## config.mk

```make
export PLATFORM = sky130hd
export DESIGN_NAME = period_match_timer
export DESIGN_NICKNAME = d
export VERILOG_FILES = /design/src/period_match_timer_pkg.sv /design/src/tick_prescaler.sv /design/src/period_match_timer.sv
export SDC_FILE = /design/constraint.sdc
export NUM_CORES = 1
export LEC_CHECK = 0
export ABC_AREA = 1
export CAP_MARGIN = 10
export CELL_PAD_IN_SITES_DETAIL_PLACEMENT = 1
export CELL_PAD_IN_SITES_GLOBAL_PLACEMENT = 1
export CORE_UTILIZATION = 31
export DETAILED_ROUTE_END_ITERATION = 16
export DONT_BUFFER_PORTS = 1
export HOLD_SLACK_MARGIN = 0.15
export PLACE_DENSITY_LB_ADDON = 0.1
export SYNTH_ARGS = -nofsm -noshare
export SYNTH_HDL_FRONTEND = slang
export SYNTH_SLANG_ARGS = --single-unit
```

## constraint.sdc

```tcl
create_clock -name clk_sys -period 1.8 [get_ports clk_sys]
set_input_delay 0.36 -clock clk_sys [delete_from_list [all_inputs] [get_ports clk_sys]]
set_output_delay 0.36 -clock clk_sys [all_outputs]
set_load 0.01 [all_outputs]
```

## src/period_match_timer_pkg.sv

```systemverilog
// package: register map, field layout and reset values of the period match timer
// How it works
// - the block holds an eight-bit tick counter and an eight-bit period limit, both read/write.
// - a match event occurs on a count tick while the tick counter equals the period limit.
// - the counter advances on clk/4 ticks through a prescaler of 1, 4 or 16 chosen by control bits 1:0.
// - matches pass a four-bit postscaler so only every Nth match, N 1 to 16, sets the flag.
// - postscale select in control bits 6:3 gives a ratio of field value plus one.
// - control bit 2 is the run bit; counting stops while it is zero.
// - the tick counter clears to zero on every reset.
// - prescale and postscale counts clear on a write to the tick counter, a control write or reset.
// - a control write leaves the tick counter value unchanged.
// - the postscaled match is latched in a flag and raises the interrupt only while enabled.
// - control bit 7 reads as zero and all other control bits reset to zero.
// - the period match is offered as a PWM time base pulse.
package period_match_timer_pkg;
  // ----------------------------------------
  // register offsets (byte addresses)
  // ----------------------------------------
  localparam logic [7:0] OFS_TICK = 8'h00;
  localparam logic [7:0] OFS_LIMIT = 8'h04;
  localparam logic [7:0] OFS_CTRL = 8'h08;
  localparam logic [7:0] OFS_STATUS = 8'h0C;
  localparam logic [7:0] OFS_CLEAR = 8'h10;
  localparam logic [7:0] OFS_ENABLE = 8'h14;
  // ----------------------------------------
  // control fields
  // ----------------------------------------
  localparam int PRE_LSB = 0;
  localparam int RUN_BIT = 2;
  localparam int POST_LSB = 3;
  localparam int POST_MSB = 6;
  localparam logic [6:0] CTRL_RESET = 7'h00;
  localparam logic [7:0] TICK_RESET = 8'h00;
  localparam logic [7:0] LIMIT_RESET = 8'hFF;
  // instruction clock is the system clock divided by four
  localparam logic [1:0] INSTR_DIV_LAST = 2'h3;
  localparam logic [3:0] PRE_LAST_1 = 4'h0;
  localparam logic [3:0] PRE_LAST_4 = 4'h3;
  localparam logic [3:0] PRE_LAST_16 = 4'hF;
endpackage

```

## src/tick_prescaler.sv

```systemverilog
// module: instruction-clock divider and selectable prescaler producing count ticks
`timescale 1ns/10ps
module tick_prescaler (
  input wire logic clk_sys, // system clock
  input wire logic rst, // async reset, high
  input wire logic clear, // clears both dividers
  input wire logic run, // run bit
  input wire logic [1:0] preSel, // prescale select
  output logic tick // one-cycle count tick
);
  typedef struct packed {
    logic [1:0] quarter;
    logic [3:0] pre;
  } pre_s;
  pre_s state_ff;
  pre_s nxt_state;
  logic [3:0] preLast;

  always_comb begin
    case (preSel)
      2'h0: preLast = period_match_timer_pkg::PRE_LAST_1;
      2'h1: preLast = period_match_timer_pkg::PRE_LAST_4;
      default: preLast = period_match_timer_pkg::PRE_LAST_16;
    endcase
  end

  always_comb begin
    nxt_state = state_ff;
    tick = 1'b0;
    if (clear) begin
      nxt_state = '0;
    end else if (run) begin
      nxt_state.quarter = state_ff.quarter + 2'h1;
      if (state_ff.quarter == period_match_timer_pkg::INSTR_DIV_LAST) begin
        if (state_ff.pre >= preLast) begin
          nxt_state.pre = 4'h0;
          tick = 1'b1;
        end else begin
          nxt_state.pre = state_ff.pre + 4'h1;
        end
      end
    end
  end

  always_ff @(posedge clk_sys or posedge rst) begin
    if (rst) begin
      state_ff <= '0;
    end else begin
      state_ff <= nxt_state;
    end
  end
endmodule

```

## src/period_match_timer.sv

```systemverilog
// module: eight-bit period match timer with postscaler, interrupt and APB registers
//
// Added by the designer: the address map and the APB slave port.
`timescale 1ns/10ps
module period_match_timer (
  input wire logic clk_sys, // system clock, 10 MHz
  input wire logic rst, // async reset, high
  input wire logic psel, // apb select
  input wire logic penable, // apb enable
  input wire logic pwrite, // apb direction
  input wire logic [7:0] paddr, // apb byte address
  input wire logic [31:0] pwdata, // apb write data
  output logic [31:0] prdata, // apb read data
  output logic pready, // apb ready
  output logic pslverr, // apb error
  output logic irq, // level interrupt
  output logic timeBase // one-cycle period match pulse
);
  // ----------------------------------------
  // state
  // ----------------------------------------
  typedef struct packed {
    logic [7:0] tickCount;
    logic [7:0] periodLimit;
    logic [6:0] timerControl;
    logic [3:0] postCount;
    logic matchEventFlag;
    logic matchEventIrqEnable;
    logic [31:0] rdata;
    logic ready;
    logic err;
    logic irq;
    logic timeBase;
  } timer_s;
  timer_s st_ff;
  timer_s nxt_st;
  logic tick;
  logic isMatch;
  logic postHit;
  logic acc;
  logic wrTick;
  logic wrCtrl;
  logic runOn;
  logic clrPre;

  function automatic logic mapped(input logic [7:0] a);
    mapped = (a == period_match_timer_pkg::OFS_TICK) || (a == period_match_timer_pkg::OFS_LIMIT)
      || (a == period_match_timer_pkg::OFS_CTRL) || (a == period_match_timer_pkg::OFS_STATUS)
      || (a == period_match_timer_pkg::OFS_CLEAR) || (a == period_match_timer_pkg::OFS_ENABLE);
  endfunction

  // access phase, one wait state: answer comes in the cycle after penable rises
  assign acc = psel && penable && !st_ff.ready;
  assign wrTick = acc && pwrite && (paddr == period_match_timer_pkg::OFS_TICK);
  assign wrCtrl = acc && pwrite && (paddr == period_match_timer_pkg::OFS_CTRL);
  assign runOn = st_ff.timerControl[period_match_timer_pkg::RUN_BIT];
  assign clrPre = wrTick || wrCtrl;
  assign isMatch = (st_ff.tickCount == st_ff.periodLimit);
  // postscaler counts only on the tick that ends a period
  assign postHit = tick && isMatch
    && (st_ff.postCount == st_ff.timerControl[period_match_timer_pkg::POST_MSB:
        period_match_timer_pkg::POST_LSB]);

  tick_prescaler u_pre (
    .clk_sys(clk_sys),
    .rst(rst),
    .clear(clrPre),
    .run(runOn),
    .preSel(st_ff.timerControl[1:0]),
    .tick(tick)
  );

  // ----------------------------------------
  // next state
  // ----------------------------------------
  always_comb begin
    nxt_st = st_ff;
    nxt_st.ready = 1'b0;
    nxt_st.err = 1'b0;
    nxt_st.timeBase = tick && isMatch;
    if (tick) begin
      if (isMatch) begin
        nxt_st.tickCount = 8'h00;
        nxt_st.postCount = postHit ? 4'h0 : st_ff.postCount + 4'h1;
      end else begin
        nxt_st.tickCount = st_ff.tickCount + 8'h01;
      end
    end
    if (wrTick || wrCtrl) begin
      nxt_st.postCount = 4'h0;
    end
    if (acc) begin
      nxt_st.ready = 1'b1;
      nxt_st.err = !mapped(paddr);
      nxt_st.rdata = 32'h0000_0000;
      if (pwrite) begin
        case (paddr)
          period_match_timer_pkg::OFS_TICK: nxt_st.tickCount = pwdata[7:0];
          period_match_timer_pkg::OFS_LIMIT: nxt_st.periodLimit = pwdata[7:0];
          period_match_timer_pkg::OFS_CTRL: nxt_st.timerControl = pwdata[6:0];
          period_match_timer_pkg::OFS_ENABLE: nxt_st.matchEventIrqEnable = pwdata[0];
          period_match_timer_pkg::OFS_CLEAR: begin
            if (pwdata[0]) begin
              nxt_st.matchEventFlag = 1'b0;
            end
          end
          default: nxt_st.rdata = 32'h0000_0000;
        endcase
      end else begin
        case (paddr)
          period_match_timer_pkg::OFS_TICK: nxt_st.rdata = {24'h000000, st_ff.tickCount};
          period_match_timer_pkg::OFS_LIMIT: nxt_st.rdata = {24'h000000, st_ff.periodLimit};
          period_match_timer_pkg::OFS_CTRL: nxt_st.rdata = {25'h0, st_ff.timerControl};
          period_match_timer_pkg::OFS_STATUS: nxt_st.rdata = {31'h0, st_ff.matchEventFlag};
          period_match_timer_pkg::OFS_ENABLE: nxt_st.rdata = {31'h0, st_ff.matchEventIrqEnable};
          default: nxt_st.rdata = 32'h0000_0000;
        endcase
      end
    end
    // set after clear so a same-cycle event is not lost
    if (postHit) begin
      nxt_st.matchEventFlag = 1'b1;
    end
    nxt_st.irq = nxt_st.matchEventFlag && nxt_st.matchEventIrqEnable;
  end

  always_ff @(posedge clk_sys or posedge rst) begin
    if (rst) begin
      st_ff <= '0;
      st_ff.tickCount <= period_match_timer_pkg::TICK_RESET;
      st_ff.periodLimit <= period_match_timer_pkg::LIMIT_RESET;
      st_ff.timerControl <= period_match_timer_pkg::CTRL_RESET;
    end else begin
      st_ff <= nxt_st;
    end
  end

  assign prdata = st_ff.rdata;
  assign pready = st_ff.ready;
  assign pslverr = st_ff.err;
  assign irq = st_ff.irq;
  assign timeBase = st_ff.timeBase;
endmodule

```

# Word level (Yosys, flattened, before mapping)
# Cells that the tools add are included.
# totals
reg_bits	71
input_bits	45
output_inout_bits	36
word_cells	81
# classes
add_sub_neg	4
n_lt_le_gt_ge	1
eq_ne	9
mux	28
reduce_logical	26
# ops
op	count
two-way mux 23 bit	2
two-way mux 8 bit	5
one-hot mux 8 bit (5 select lines)	1
two-way mux 36 bit	1
two-way mux 4 bit	6
== test 8 x 4 -> 1 bit (second input constant)	2
== test 8 x 5 -> 1 bit (second input constant)	2
two-way mux 6 bit	2
adder 4 x 1 -> 4 bit (second input constant)	2
adder 8 x 1 -> 8 bit (second input constant)	1
== test 8 x 3 -> 1 bit (second input constant)	1
== test 8 bit	1
logical AND 1 bit	8
logical NOT 8 bit	1
two-way mux 1 bit	8
one-hot mux 4 bit (2 select lines)	1
nonzero test 2 bit	4
two-way mux 7 bit	1
logical OR 1 bit	6
AND reduction 3 bit	2
== test 4 bit	1
greater-or-equal comparator 4 bit	1
AND reduction 2 bit	2
adder 2 x 1 -> 2 bit (second input constant)	1
5 further kinds	6

# Longest topological paths before layout
# Gate-level depths: netlist of the first run.
# depth
depth_word	13
depth_mapped	15
depth_no_buf	14

# Hierarchy
# Synthesis of the first run repeated with hierarchy kept, for this count alone.
# unflattened
cells_unflattened	404
area_unflattened_um2	3030.4
# modules_own_cells
mod	instances	cells_per_inst	area_each_um2	seq_area_each_um2
period_match_timer	1	344	2602.5	1036.0
tick_prescaler	1	60	427.9	150.1

# Least setup slack after synthesis of the first run
# Ideal clock, no wire load.
# synth_timing
kind	register to register
startpoint	register st_ff[43] (netlist bit)
endpoint	register st_ff, in the netlist irq
setup_time_ps	77
arrival_time_ps	1536
t_required_ps	1723
setup_slack_ps	187
path_stages_with_launch	11
n_path_buf	1
synth_period_minus_slack_ps	1613
path_cell_list	dfrtp_1 -> nor2_1 -> inv_1 -> ha_1 -> nand3_1 -> nand3_1 -> nand2_1 -> nor2_4 -> buf_6 -> nand3b_1 -> a21oi_1
# synth_rtl
element	line_no	text
start: declaration	period_match_timer.sv:35	timer_s st_ff;
start signal: assignment	period_match_timer.sv:134	st_ff <= nxt_st;

==> run metrics, run 1 <==
status=finished, final reports clean; Max FO, Critical Path=6; layout cells sized above 1=20.2%; skew final=about 0.013 ns; top cell type's share of synthesized area=between 30% and 40%; peak supply drop=around 0.00028 V; Critical Path AT=slightly below 2 ns; IO Pins=81; Switching Share=between 20 and 30%; Setup Viol. Count Final=0; Antenna Cells=0; DRT Wirelength=between 7000 and 8000 um; Commonest cells post-synth=112 x nand2_1, 39 x dfrtp_1, 38 x inv_1, 32 x buf_4, 28 x nor2_1; P&R area growth vs syn=12.6%; met2 usage=between 20% and 30%; clock sink count=between 40 and 50; DRC=0; vias=around 2.3k; total track usage=between 10% and 20%; #FFs+latches synth=47; largest area contributor in the netlist=dfrtp_1; Final Hold Fails=0; Syn Area/Cell=7.71 um2; initial antenna violation count=0; GRT overflow=0; P_int=around 1.5 mW; dominant cells by area after synthesis=dfrtp_1 33%, nand2_1 14%, buf_4 8.2%, dfstp_2 7.1%, inv_1 4.8%; CP startpoint=st_ff[43]; FF-to-FF setup slack=roughly 0.048 ns; Routed Antenna Nets=0; Yosys cell types=32; number of synthesized flops with an enable pin=0; FFs w/ async S/R, synth=100%; TritonCTS clock tree=built; Die Span Y=just under 100 um; largest net degree at the start of global routing=48; average wire per standard cell=between 10 and 15 um; r2r worst-path depth=13; crit start category=flip-flop; first-pass GRT wire length=12500 um; filler cell count=approximately 1.2k; most common cell in the netlist=nand2_1; f_max=approximately 570 MHz; Cell Area, Synth=just under 3000 um2; end point of the critical path=st_ff[63]; initial core utilization=a little under a third; number of global-route vias before repair=between 2k and 2.5k; Placement Cell Area=3080 um2; grt peak-use layer=met2; die width=a little under 100 um; Vias/cell=between 4 and 5; initial detailed-routing violation count=48; RSZ-0062 raised after global routing=true; hpwl dp=~5700 um; design area=approximately 3300 um2; post-synthesis sequential area ratio=approximately 40%; CP required=2.02 ns; row count=35; max cap viols=0; Hold Crit Class=in2reg; dpl ws=-0.179 ns; critical path endpoint category=flip-flop; Post-synth top flop=dfrtp_1; total negative slack=0 ns; Worst-Skew Late Latency=~0.30 ns; met3 Resource Use GR=3.16%; PnR worst setup slack=around 0.048 ns; Leak=~1.6 nW; core area=9240 um2; Crit Path Class=reg2reg; DRT Pass-1 Iters=4; Nets=about 450; number of CTS-inserted buffers=5; R2R Path Start=st_ff[43]; Comb power frac=14.7%; PortBufs=0; root buf cell=clkbuf_8; sequential share of power=54.8%; GR met1 Demand/Resource=between 20% and 30%; die area=9900 um2; htree depth=2; GPL Wtd Cong=~0.76; min Tclk post-route=around 1.8 ns; Yosys warning total=0; P per Cell Area=around 630 nW/um2; Clock Pin Slew Worst Setup and Hold Paths=roughly 0.09 ns; switching power=approximately 0.6 mW; final worst-path cycle share=between 90% and 100%; RR Endpoint=st_ff[63]; Clk pwr share=30.5%; Synth Instances=around 380; Clock Path Buffers=2; Final Slew Violations=0
final cells by class:
type	count	area (um2)	area share (%)
multi-input combinational	281	1560	46.9
sequential	47	1190	35.8
timing repair buffer	20	176	5.32
tap	129	161	4.87
inverter	41	154	4.64
clock buffer	7	76.3	2.30
clock inverter	1	5.00	0.151
worst max-delay path: stages (launching register included):
cell,delay (ns)
dfrtp_1,0.44
nor2_4,0.14
inv_2,0.06
ha_4,0.15
inv_2,0.05
nand2_2,0.04
nand2_1,0.05
nand2_1,0.05
nand3_2,0.07
nand2_4,0.07
nor2_4,0.18
buf_6,0.15
nand3_2,0.07
a21oi_2,0.14
logic make-up (layout without fill, tap and decap cells):
logic type      count (synthesis)  after routing  share of synthesized area (%)
flops                          47             47                           40.3
simple gates                  191            191                           29.1
compound gates                 40             40                           7.35
buf+inv                        77             69                           14.2
xor+xnor                       15             15                           4.46
other cells                     1             24                          0.127
mux                             3              3                           1.06
fa+ha+maj                       8              8                           3.40
flip-flops by register name, indices dropped and copies added, names as in the netlist:
register        cells
pslverr             1
u_pre.state_ff      6
prdata              8
st_ff              28
pready              1
irq                 1
timeBase            1
runOn               1
layer usage:
layer	share of wire, %	up-vias
met2	50	36
li1	-	1172
met1	46	1126
met4	0.92	0
met3	3.1	6
met5	0	-
cell usage in the layout, fill, tap and decap left out, drive strengths merged:
cell type      n
a31oi          1
conb          24
mux2           1
xnor2         12
dlygate4sd3    1
xor2           3
inv           40
dfstp          8
nand3b         1
clkinv         2
o21ai         25
ha             8
mux2i          2
nand2        120
a21oi          8
nand3         27
or2            1
nand4          2
clkbuf         7
buf           19
dfrtp         39
nor3           4
a21boi         1
o211ai         5
nor2          36
worst min-delay path by stage:
stage | startpoint | endpoint | slack [ns] | depth (start not counted)
after floorplan | prdata[1] | prdata[1] | 0.45 | 2
after global placement | rst | pslverr | 0.31 | 2
after detailed placement | rst | pslverr | 0.31 | 2
after CTS | pwdata[0] | st_ff[49] | 0.16 | 2
after global routing | pwdata[5] | st_ff[62] | 0.17 | 2
final | pwdata[3] | st_ff[52] | 0.16 | 2
power groups by stage:
stage	sequential (mW)	combinational [mW]	clock (mW)
CTS	1.15	0.299	0.676
global route	1.16	0.357	0.708
floorplan	1.16	0.242	0
detailed placement	1.17	0.270	0
finish	1.15	0.309	0.642
global placement	1.16	0.258	0
metrics by stage:
stage	total power, mW	util [%]	hold WS, ns	instances
after global placement	1.42	33.3	0.312	516
final	2.10	35.9	0.161	526
after detailed placement	1.44	33.3	0.314	516
after global routing	2.22	35.9	0.166	526
after CTS	2.12	35.2	0.156	526
after floorplan	1.40	-	0.450	405
what timing repair did:
item / 4_1_cts / 5_1_grt
resized for setup: 21 / 13
pin swaps: 10 / 9
gates cloned: 0 / 0
hold endpoints to repair: 39 / 0
setup buffers: 1 / 0
hold buffers: 1 / 0
endpoints found under the setup margin: 13 / 15
Note: power is estimated with default switching activity, not from simulation.
==> run 2, diff against run 1 <==
ABC_AREA = not set   (was 1)
CORE_UTILIZATION = 35   (was 31)
==> run 2 against run 1 <==
  * The run now ends with setup timing left
  * First-iteration DRC count rose by 35%
  * Cell area rose by 8.3%
  * Sequential power rose by 3%
  * Die area fell by 14%
  * Critical path type unchanged
  * Highest routed layer unchanged
==> run metrics, run 2 <==
largest net degree at the start of global routing=30 (-38%); Clock Pin Slew Worst Setup and Hold Paths=0.09 ns (about the same); initial core utilization=36.7% (+4.8 points); PnR worst setup slack=-0.359 ns (-0.406 ns); DRT Pass-1 Iters=4 (unchanged); cell count after placement=428 (-17%); Final Slew Violations=0 (unchanged); Routed Antenna Nets=0 (unchanged); die width=92.5 um (-7.0%); Finished Layout Cells=443 (-16%); Worst path top cell family by delay=simple AND/OR/NAND/NOR gates; Leak=1.60 nW (+0.33%); vias=2204 (-5.8%); total track usage=18.1% (+1.7 points); critical path endpoint category=flip-flop; GPL Wtd Cong=0.764 (+0.70%); Final Hold Fails=0 (unchanged); Hold Crit Class=in2reg; Final Core Density=46.0% (+10 points); peak supply drop=0.000305 V (+11%); DRC=0 (unchanged); Setup Viol. Count Final=19 (+19); Vias/cell=4.98 (+12%); most common cell in the netlist=dfrtp_1; Yosys warning total=0 (unchanged); initial antenna violation count=0 (unchanged); largest area contributor in the netlist=dfrtp_1; RSZ-0062 raised after global routing=true; root buf cell=clkbuf_8; Crit Path Class=reg2reg; total power=2.53 mW (+21%); Cell Area, Synth=2870 um2 (-2.7%); number of flip-flops under the largest register name=28 (unchanged); DRT Wirelength=7240 um (-3.4%); P&R area growth vs syn=25.4%; Comb power frac=27.1% (+12 points); Placement Cell Area=3270 um2 (+6.3%); initial detailed-routing violation count=65 (+35%); sequential share of power=47.1% (-7.7 points); CP required=2.05 ns (+0.03 ns); PortBufs=0 (unchanged); Die Span Y=92.5 um (-7.0%); TritonCTS clock tree=built; design area=3590 um2 (+8.3%); WHS=0.178 ns (+0.0165 ns); Antenna Cells=0 (unchanged); f_max=463 MHz (-19%); Commonest cells post-synth=39 x dfrtp_1, 32 x buf_4, 25 x nor2_1, 18 x a21oi_1, 17 x nand2_1; status=complete, but fails checks; average wire per standard cell=16.3 um (+15%); Post-synth top flop=dfrtp_1; Max FO, Critical Path=5 (-1); Nets=393 (-12%); die area=8550 um2 (-14%); GRT overflow=0 (unchanged); Clock Path Buffers=2 (unchanged); Max stage delay cell, worst path=or3_4; IO Pins=81 (unchanged); min Tclk post-route=2.16 ns (+0.406 ns); skew final=0.00717 ns (-0.00585 ns); failing checks=setup timing; number of global-route vias before repair=2321 (-6.2%); filler cell count=890 (-23%); core area=7810 um2 (-16%); worst path bufs/invs=2 (-1); Switching Share=30.4% (+2.0 points); Worst-Skew Late Latency=0.31 ns (about the same); most frequent cells in the layout=55 x buf_4, 39 x dfrtp_1, 24 x nor2_1, 24 x conb_1, 16 x nand2_1; clock sink count=47 (unchanged); max incr delay on CP=0.42 ns (-0.02 ns); row count=32 (-8.6%); #FFs+latches synth=47 (unchanged); P per Cell Area=706 nW/um2 (+11%); FFs w/ async S/R, synth=100% (unchanged); post-synthesis sequential area ratio=41.4% (+1.1 points); Clk pwr share=25.9% (-4.6 points); layout cells sized above 1=38.1% (+18 points); switching power=0.771 mW (+29%); number of CTS-inserted buffers=5 (unchanged); htree depth=2 (unchanged); crit start category=flip-flop; commonest non-fill, non-tap cell in the layout=buf_4; max cap viols=0 (unchanged); crit path cell chain=or2_4 > ha_4 > nand2b_4 > a2111oi_4 > buf_4 > or3_4 > buf_4 > a2111oi_4 > a21o_1; P_int=1.76 mW (+17%); Synth Instances=290 (-24%); hpwl dp=5510 um (-2.5%); first-pass GRT wire length=11900 um (-4.8%); Top reg by flops=st_ff; Yosys cell types=53 (+66%); final worst-path cycle share=120% (+23 points); top cell type's share of synthesized area=34.1% (+0.93 points); number of synthesized flops with an enable pin=0 (unchanged); Syn Area/Cell=9.88 um2 (+28%); dominant cells by area after synthesis=dfrtp_1 34%, buf_4 8.4%, dfstp_2 7.3%, mux2_2 5.5%, mux2i_1 3.8%; Critical Path AT=2.41 ns (+0.44 ns)
run 2: changes by cell type after synthesis, sizes merged, moves of 8 or more:
| cell | previous run | this run |
|---|---|---|
| mux2i | 2 | 11 |
| nor2 | 36 | 25 |
| xor2 | 3 | 11 |
| inv | 40 | 11 |
| a21oi | 8 | 18 |
| o21ai | 25 | 13 |
| nand3 | 27 | 6 |
| mux2 | 1 | 18 |
| nand2 | 120 | 19 |
run 2: final timing paths:
check,start,to,slack (ns),depth (start not counted)
hold reg to reg,st_ff[37],st_ff[37],0.51,2
max in group asynchronous,rst,st_ff[54],0.71,3
setup reg to reg,st_ff[43],st_ff[40],-0.36,9
hold / removal,pwdata[6],st_ff[48],0.18,1
setup / recovery,st_ff[43],st_ff[40],-0.36,9
min in group asynchronous,rst,irq,0.51,2
run 2: cells by family after synthesis:
group / count (synthesis) / share of synthesized area, %
simple gates: 87 / 16.1
buf+inv: 52 / 11.2
compound gates: 49 / 11.4
flops: 47 / 41.4
mux: 29 / 11.0
xor+xnor: 17 / 5.20
fa+ha+maj: 8 / 3.49
other cells: 1 / 0.131
run 2: per-stage QoR:
stage / worst slack (ns) / setup TNS, ns
2_1_floorplan: -0.240 / -3.81
3_3_place_gp: -0.357 / -6.22
3_5_place_dp: -0.373 / -6.68
4_1_cts: -0.357 / -3.53
5_1_grt: -0.462 / -6.49
6_report: -0.359 / -4.73
run 2: routing by layer:
metal,vias up,track usage [%],wire length [um]
li1,1055,-,-
met1,1093,24.2,3400
met2,48,30.3,3510
met3,8,3.53,244
met4,0,3.91,86
met5,-,0,0
run 2: worst reg2reg max path, cell delays in order, from the launching register on:
cell and delay [ns]:
dfrtp_1 0.40, or2_4 0.27, ha_4 0.26, nand2b_4 0.11, a2111oi_4 0.07, buf_4 0.14, or3_4 0.42, buf_4 0.16
a2111oi_4 0.17, a21o_1 0.11
run 2: area by class of cell:
cell class | instances | area, um2 | area share, %
inverter | 11 | 41.3 | 1.15
multi-input combinational | 214 | 1660 | 46.3
clock buffer | 5 | 68.8 | 1.92
clock inverter | 3 | 20.0 | 0.557
timing repair buffer | 61 | 487 | 13.5
sequential | 47 | 1190 | 33.0
tap | 102 | 128 | 3.55
run 2: power by group through the flow:
stage          Sequential, mW  Clock (mW)  Combinational (mW)
5_1_grt                  1.20       0.742               0.777
4_1_cts                  1.19       0.702               0.659
2_1_floorplan            1.23           0               0.401
3_3_place_gp             1.21           0               0.607
3_5_place_dp             1.21           0               0.631
6_report                 1.19       0.655               0.686
run 2: repair_timing:
| action | CTS | global route |
|---|---|---|
| endpoints found under the setup margin | 26 | 26 |
| endpoints found under the hold margin | 18 | 0 |
| cloned | 0 | 0 |
| gates resized for setup | 20 | 15 |
| buffers inserted | 1 | 4 |
| hold buffers | 2 | 0 |
| pin swaps | 10 | 5 |
==> run 3, diff against run 2 <==
CTS_BUF_LIST = sky130_fd_sc_hd__clkbuf_4   (was not set)
==> run 3 against run 2 <==
  * The flow still finishes with violations (setup timing)
  * Global-route usage increased by 0.44 points
  * Largest power group unchanged
  * Sequential cell count unchanged
  * Sequential share of layout area decreased by 0.81 points
  * Non-clock buffer count increased by 10
  * Largest cell class unchanged
  * Clock power decreased by 20%
==> run metrics, run 3 (synthesized netlist as in run 2, its figures left out) <==
min Tclk post-route=2.16 ns (+0.000556 ns); max cap viols=0 (unchanged); Leak=1.64 nW (+2.2%); f_max=463 MHz (about the same); htree depth=2 (unchanged); skew final=0.0127 ns (+0.00554 ns); hpwl dp=5510 um (unchanged); core area=7810 um2 (unchanged); status=complete, but fails checks; Placement Cell Area=3270 um2 (unchanged); Routed Antenna Nets=0 (unchanged); DRT Wirelength=7450 um (+2.9%); TritonCTS clock tree=built; root buf cell=clkbuf_4; Vias/cell=4.91 (-1.4%); Worst-Skew Late Latency=0.37 ns (+0.06 ns); most frequent cells in the layout=52 x buf_4, 39 x dfrtp_1, 24 x conb_1; crit start category=flip-flop; total track usage=18.6% (+0.44 points); largest net degree at the start of global routing=30 (unchanged); number of global-route vias before repair=2362 (+1.8%); Final Slew Violations=0 (unchanged); filler cell count=897 (+0.79%); WHS=0.172 ns (-0.00574 ns); GPL Wtd Cong=0.764 (unchanged); Clock Pin Slew Worst Setup and Hold Paths=0.15 ns (+0.06 ns); design area=3680 um2 (+2.5%); layout cells sized above 1=37.9% (-0.23 points); P per Cell Area=663 nW/um2 (-6.0%); Max FO, Critical Path=5 (unchanged); PnR worst setup slack=-0.359 ns (-0.000556 ns); P&R area growth vs syn=28.5%; IO Pins=81 (unchanged); Crit Path Class=reg2reg; Setup Viol. Count Final=19 (unchanged); initial detailed-routing violation count=71 (+9.2%); Finished Layout Cells=454 (+2.5%); number of flip-flops under the largest register name=28 (unchanged); initial antenna violation count=1 (+1); row count=32 (unchanged); cell count after placement=428 (unchanged); critical path endpoint category=flip-flop; average wire per standard cell=16.4 um (+0.37%); clock sink count=47 (unchanged); CP startpoint=st_ff[43]; die area=8550 um2 (unchanged); min-delay src=pwdata[6]; GRT overflow=0 (unchanged); R2R Path Start=st_ff[43]; Top reg by flops=st_ff; Nets=403 (+2.5%); Hold Crit Class=in2reg; Critical Path AT=2.46 ns (+0.05 ns); initial core utilization=36.7% (unchanged); number of CTS-inserted buffers=5 (unchanged); PortBufs=0 (unchanged); peak supply drop=0.000317 V (+3.8%); first-pass GRT wire length=12200 um (+2.6%); DRC=0 (unchanged); Clock Path Buffers=2 (unchanged); Final Hold Fails=0 (unchanged); DRT Pass-1 Iters=4 (unchanged); final worst-path cycle share=120% (about the same); failing checks=setup timing; CP required=2.10 ns (+0.05 ns); commonest non-fill, non-tap cell in the layout=buf_4; RSZ-0062 raised after global routing=true; die width=92.5 um (unchanged); Final Core Density=47.2% (+1.2 points); vias=2227 (+1.0%); Die Span Y=92.5 um (unchanged)
## run 3: cell types whose count changed in the layout (fill, tap and decap cells not counted), sizes merged
cell / previous run / this run
diode: 0 / 1
buf: 59 / 60
dlygate4sd3: 2 / 11
## run 3: where the power goes
| group | switching, mW | internal [mW] |
|---|---|---|
| sequential | 0.0558 | 1.14 |
| combinational | 0.353 | 0.374 |
| clock | 0.372 | 0.150 |
## run 3: critical path, cell delays in order (launching register included)
cell       delay (ns)
dfrtp_1          0.42
or2_4            0.27
ha_4             0.21
nand2b_4         0.14
a2111oi_4        0.32
buf_4            0.18
or3_4            0.16
buf_6            0.14
a21oi_1          0.06
a211oi_2         0.21
## run 3: metrics by stage
step / total power, mW / setup WS, ns / setup TNS [ns]
after global placement: 1.82 / -0.357 / -6.22
after CTS: 2.44 / -0.362 / -3.66
final: 2.44 / -0.359 / -4.74
after detailed placement: 1.85 / -0.373 / -6.68
after global routing: 2.62 / -0.471 / -6.41
after floorplan: 1.63 / -0.240 / -3.81
## run 3: timing repair
action,in CTS,in global routing
hold buffers,11,0
buffers inserted,1,6
endpoints found under the hold margin,42,0
pin swaps,11,9
setup endpoints to repair,26,26
resized for setup,21,23
## run 3: cell type report
| type | count | area [um2] | area share, % |
|---|---|---|---|
| clock buffer | 5 | 37.5 | 1.02 |
| multi-input combinational | 214 | 1670 | 45.3 |
| sequential | 47 | 1190 | 32.2 |
| inverter | 11 | 41.3 | 1.12 |
| clock inverter | 3 | 20.0 | 0.544 |
| tap | 102 | 128 | 3.47 |
| antenna | 1 | 2.50 | 0.0680 |
| timing repair buffer | 71 | 599 | 16.3 |
## run 3: worst paths after layout
check	end	slack [ns]	depth (start not counted)
worst max-delay path	st_ff[63]	-0.36	9
worst max register to register	st_ff[63]	-0.36	9
worst min register to register	st_ff[37]	0.52	2
worst min-delay path	st_ff[63]	0.17	2
min in group asynchronous	irq	0.43	2
max in group asynchronous	st_ff[51]	0.78	3
## run 3: routing by layer
| layer | wire length [um] | vias up | track usage [%] |
|---|---|---|---|
| li1 | - | 1076 | - |
| met1 | 3510 | 1100 | 25.2 |
| met2 | 3650 | 46 | 31.0 |
| met3 | 223 | 5 | 3.04 |
| met4 | 62 | 0 | 3.91 |
| met5 | 0 | - | 0 |
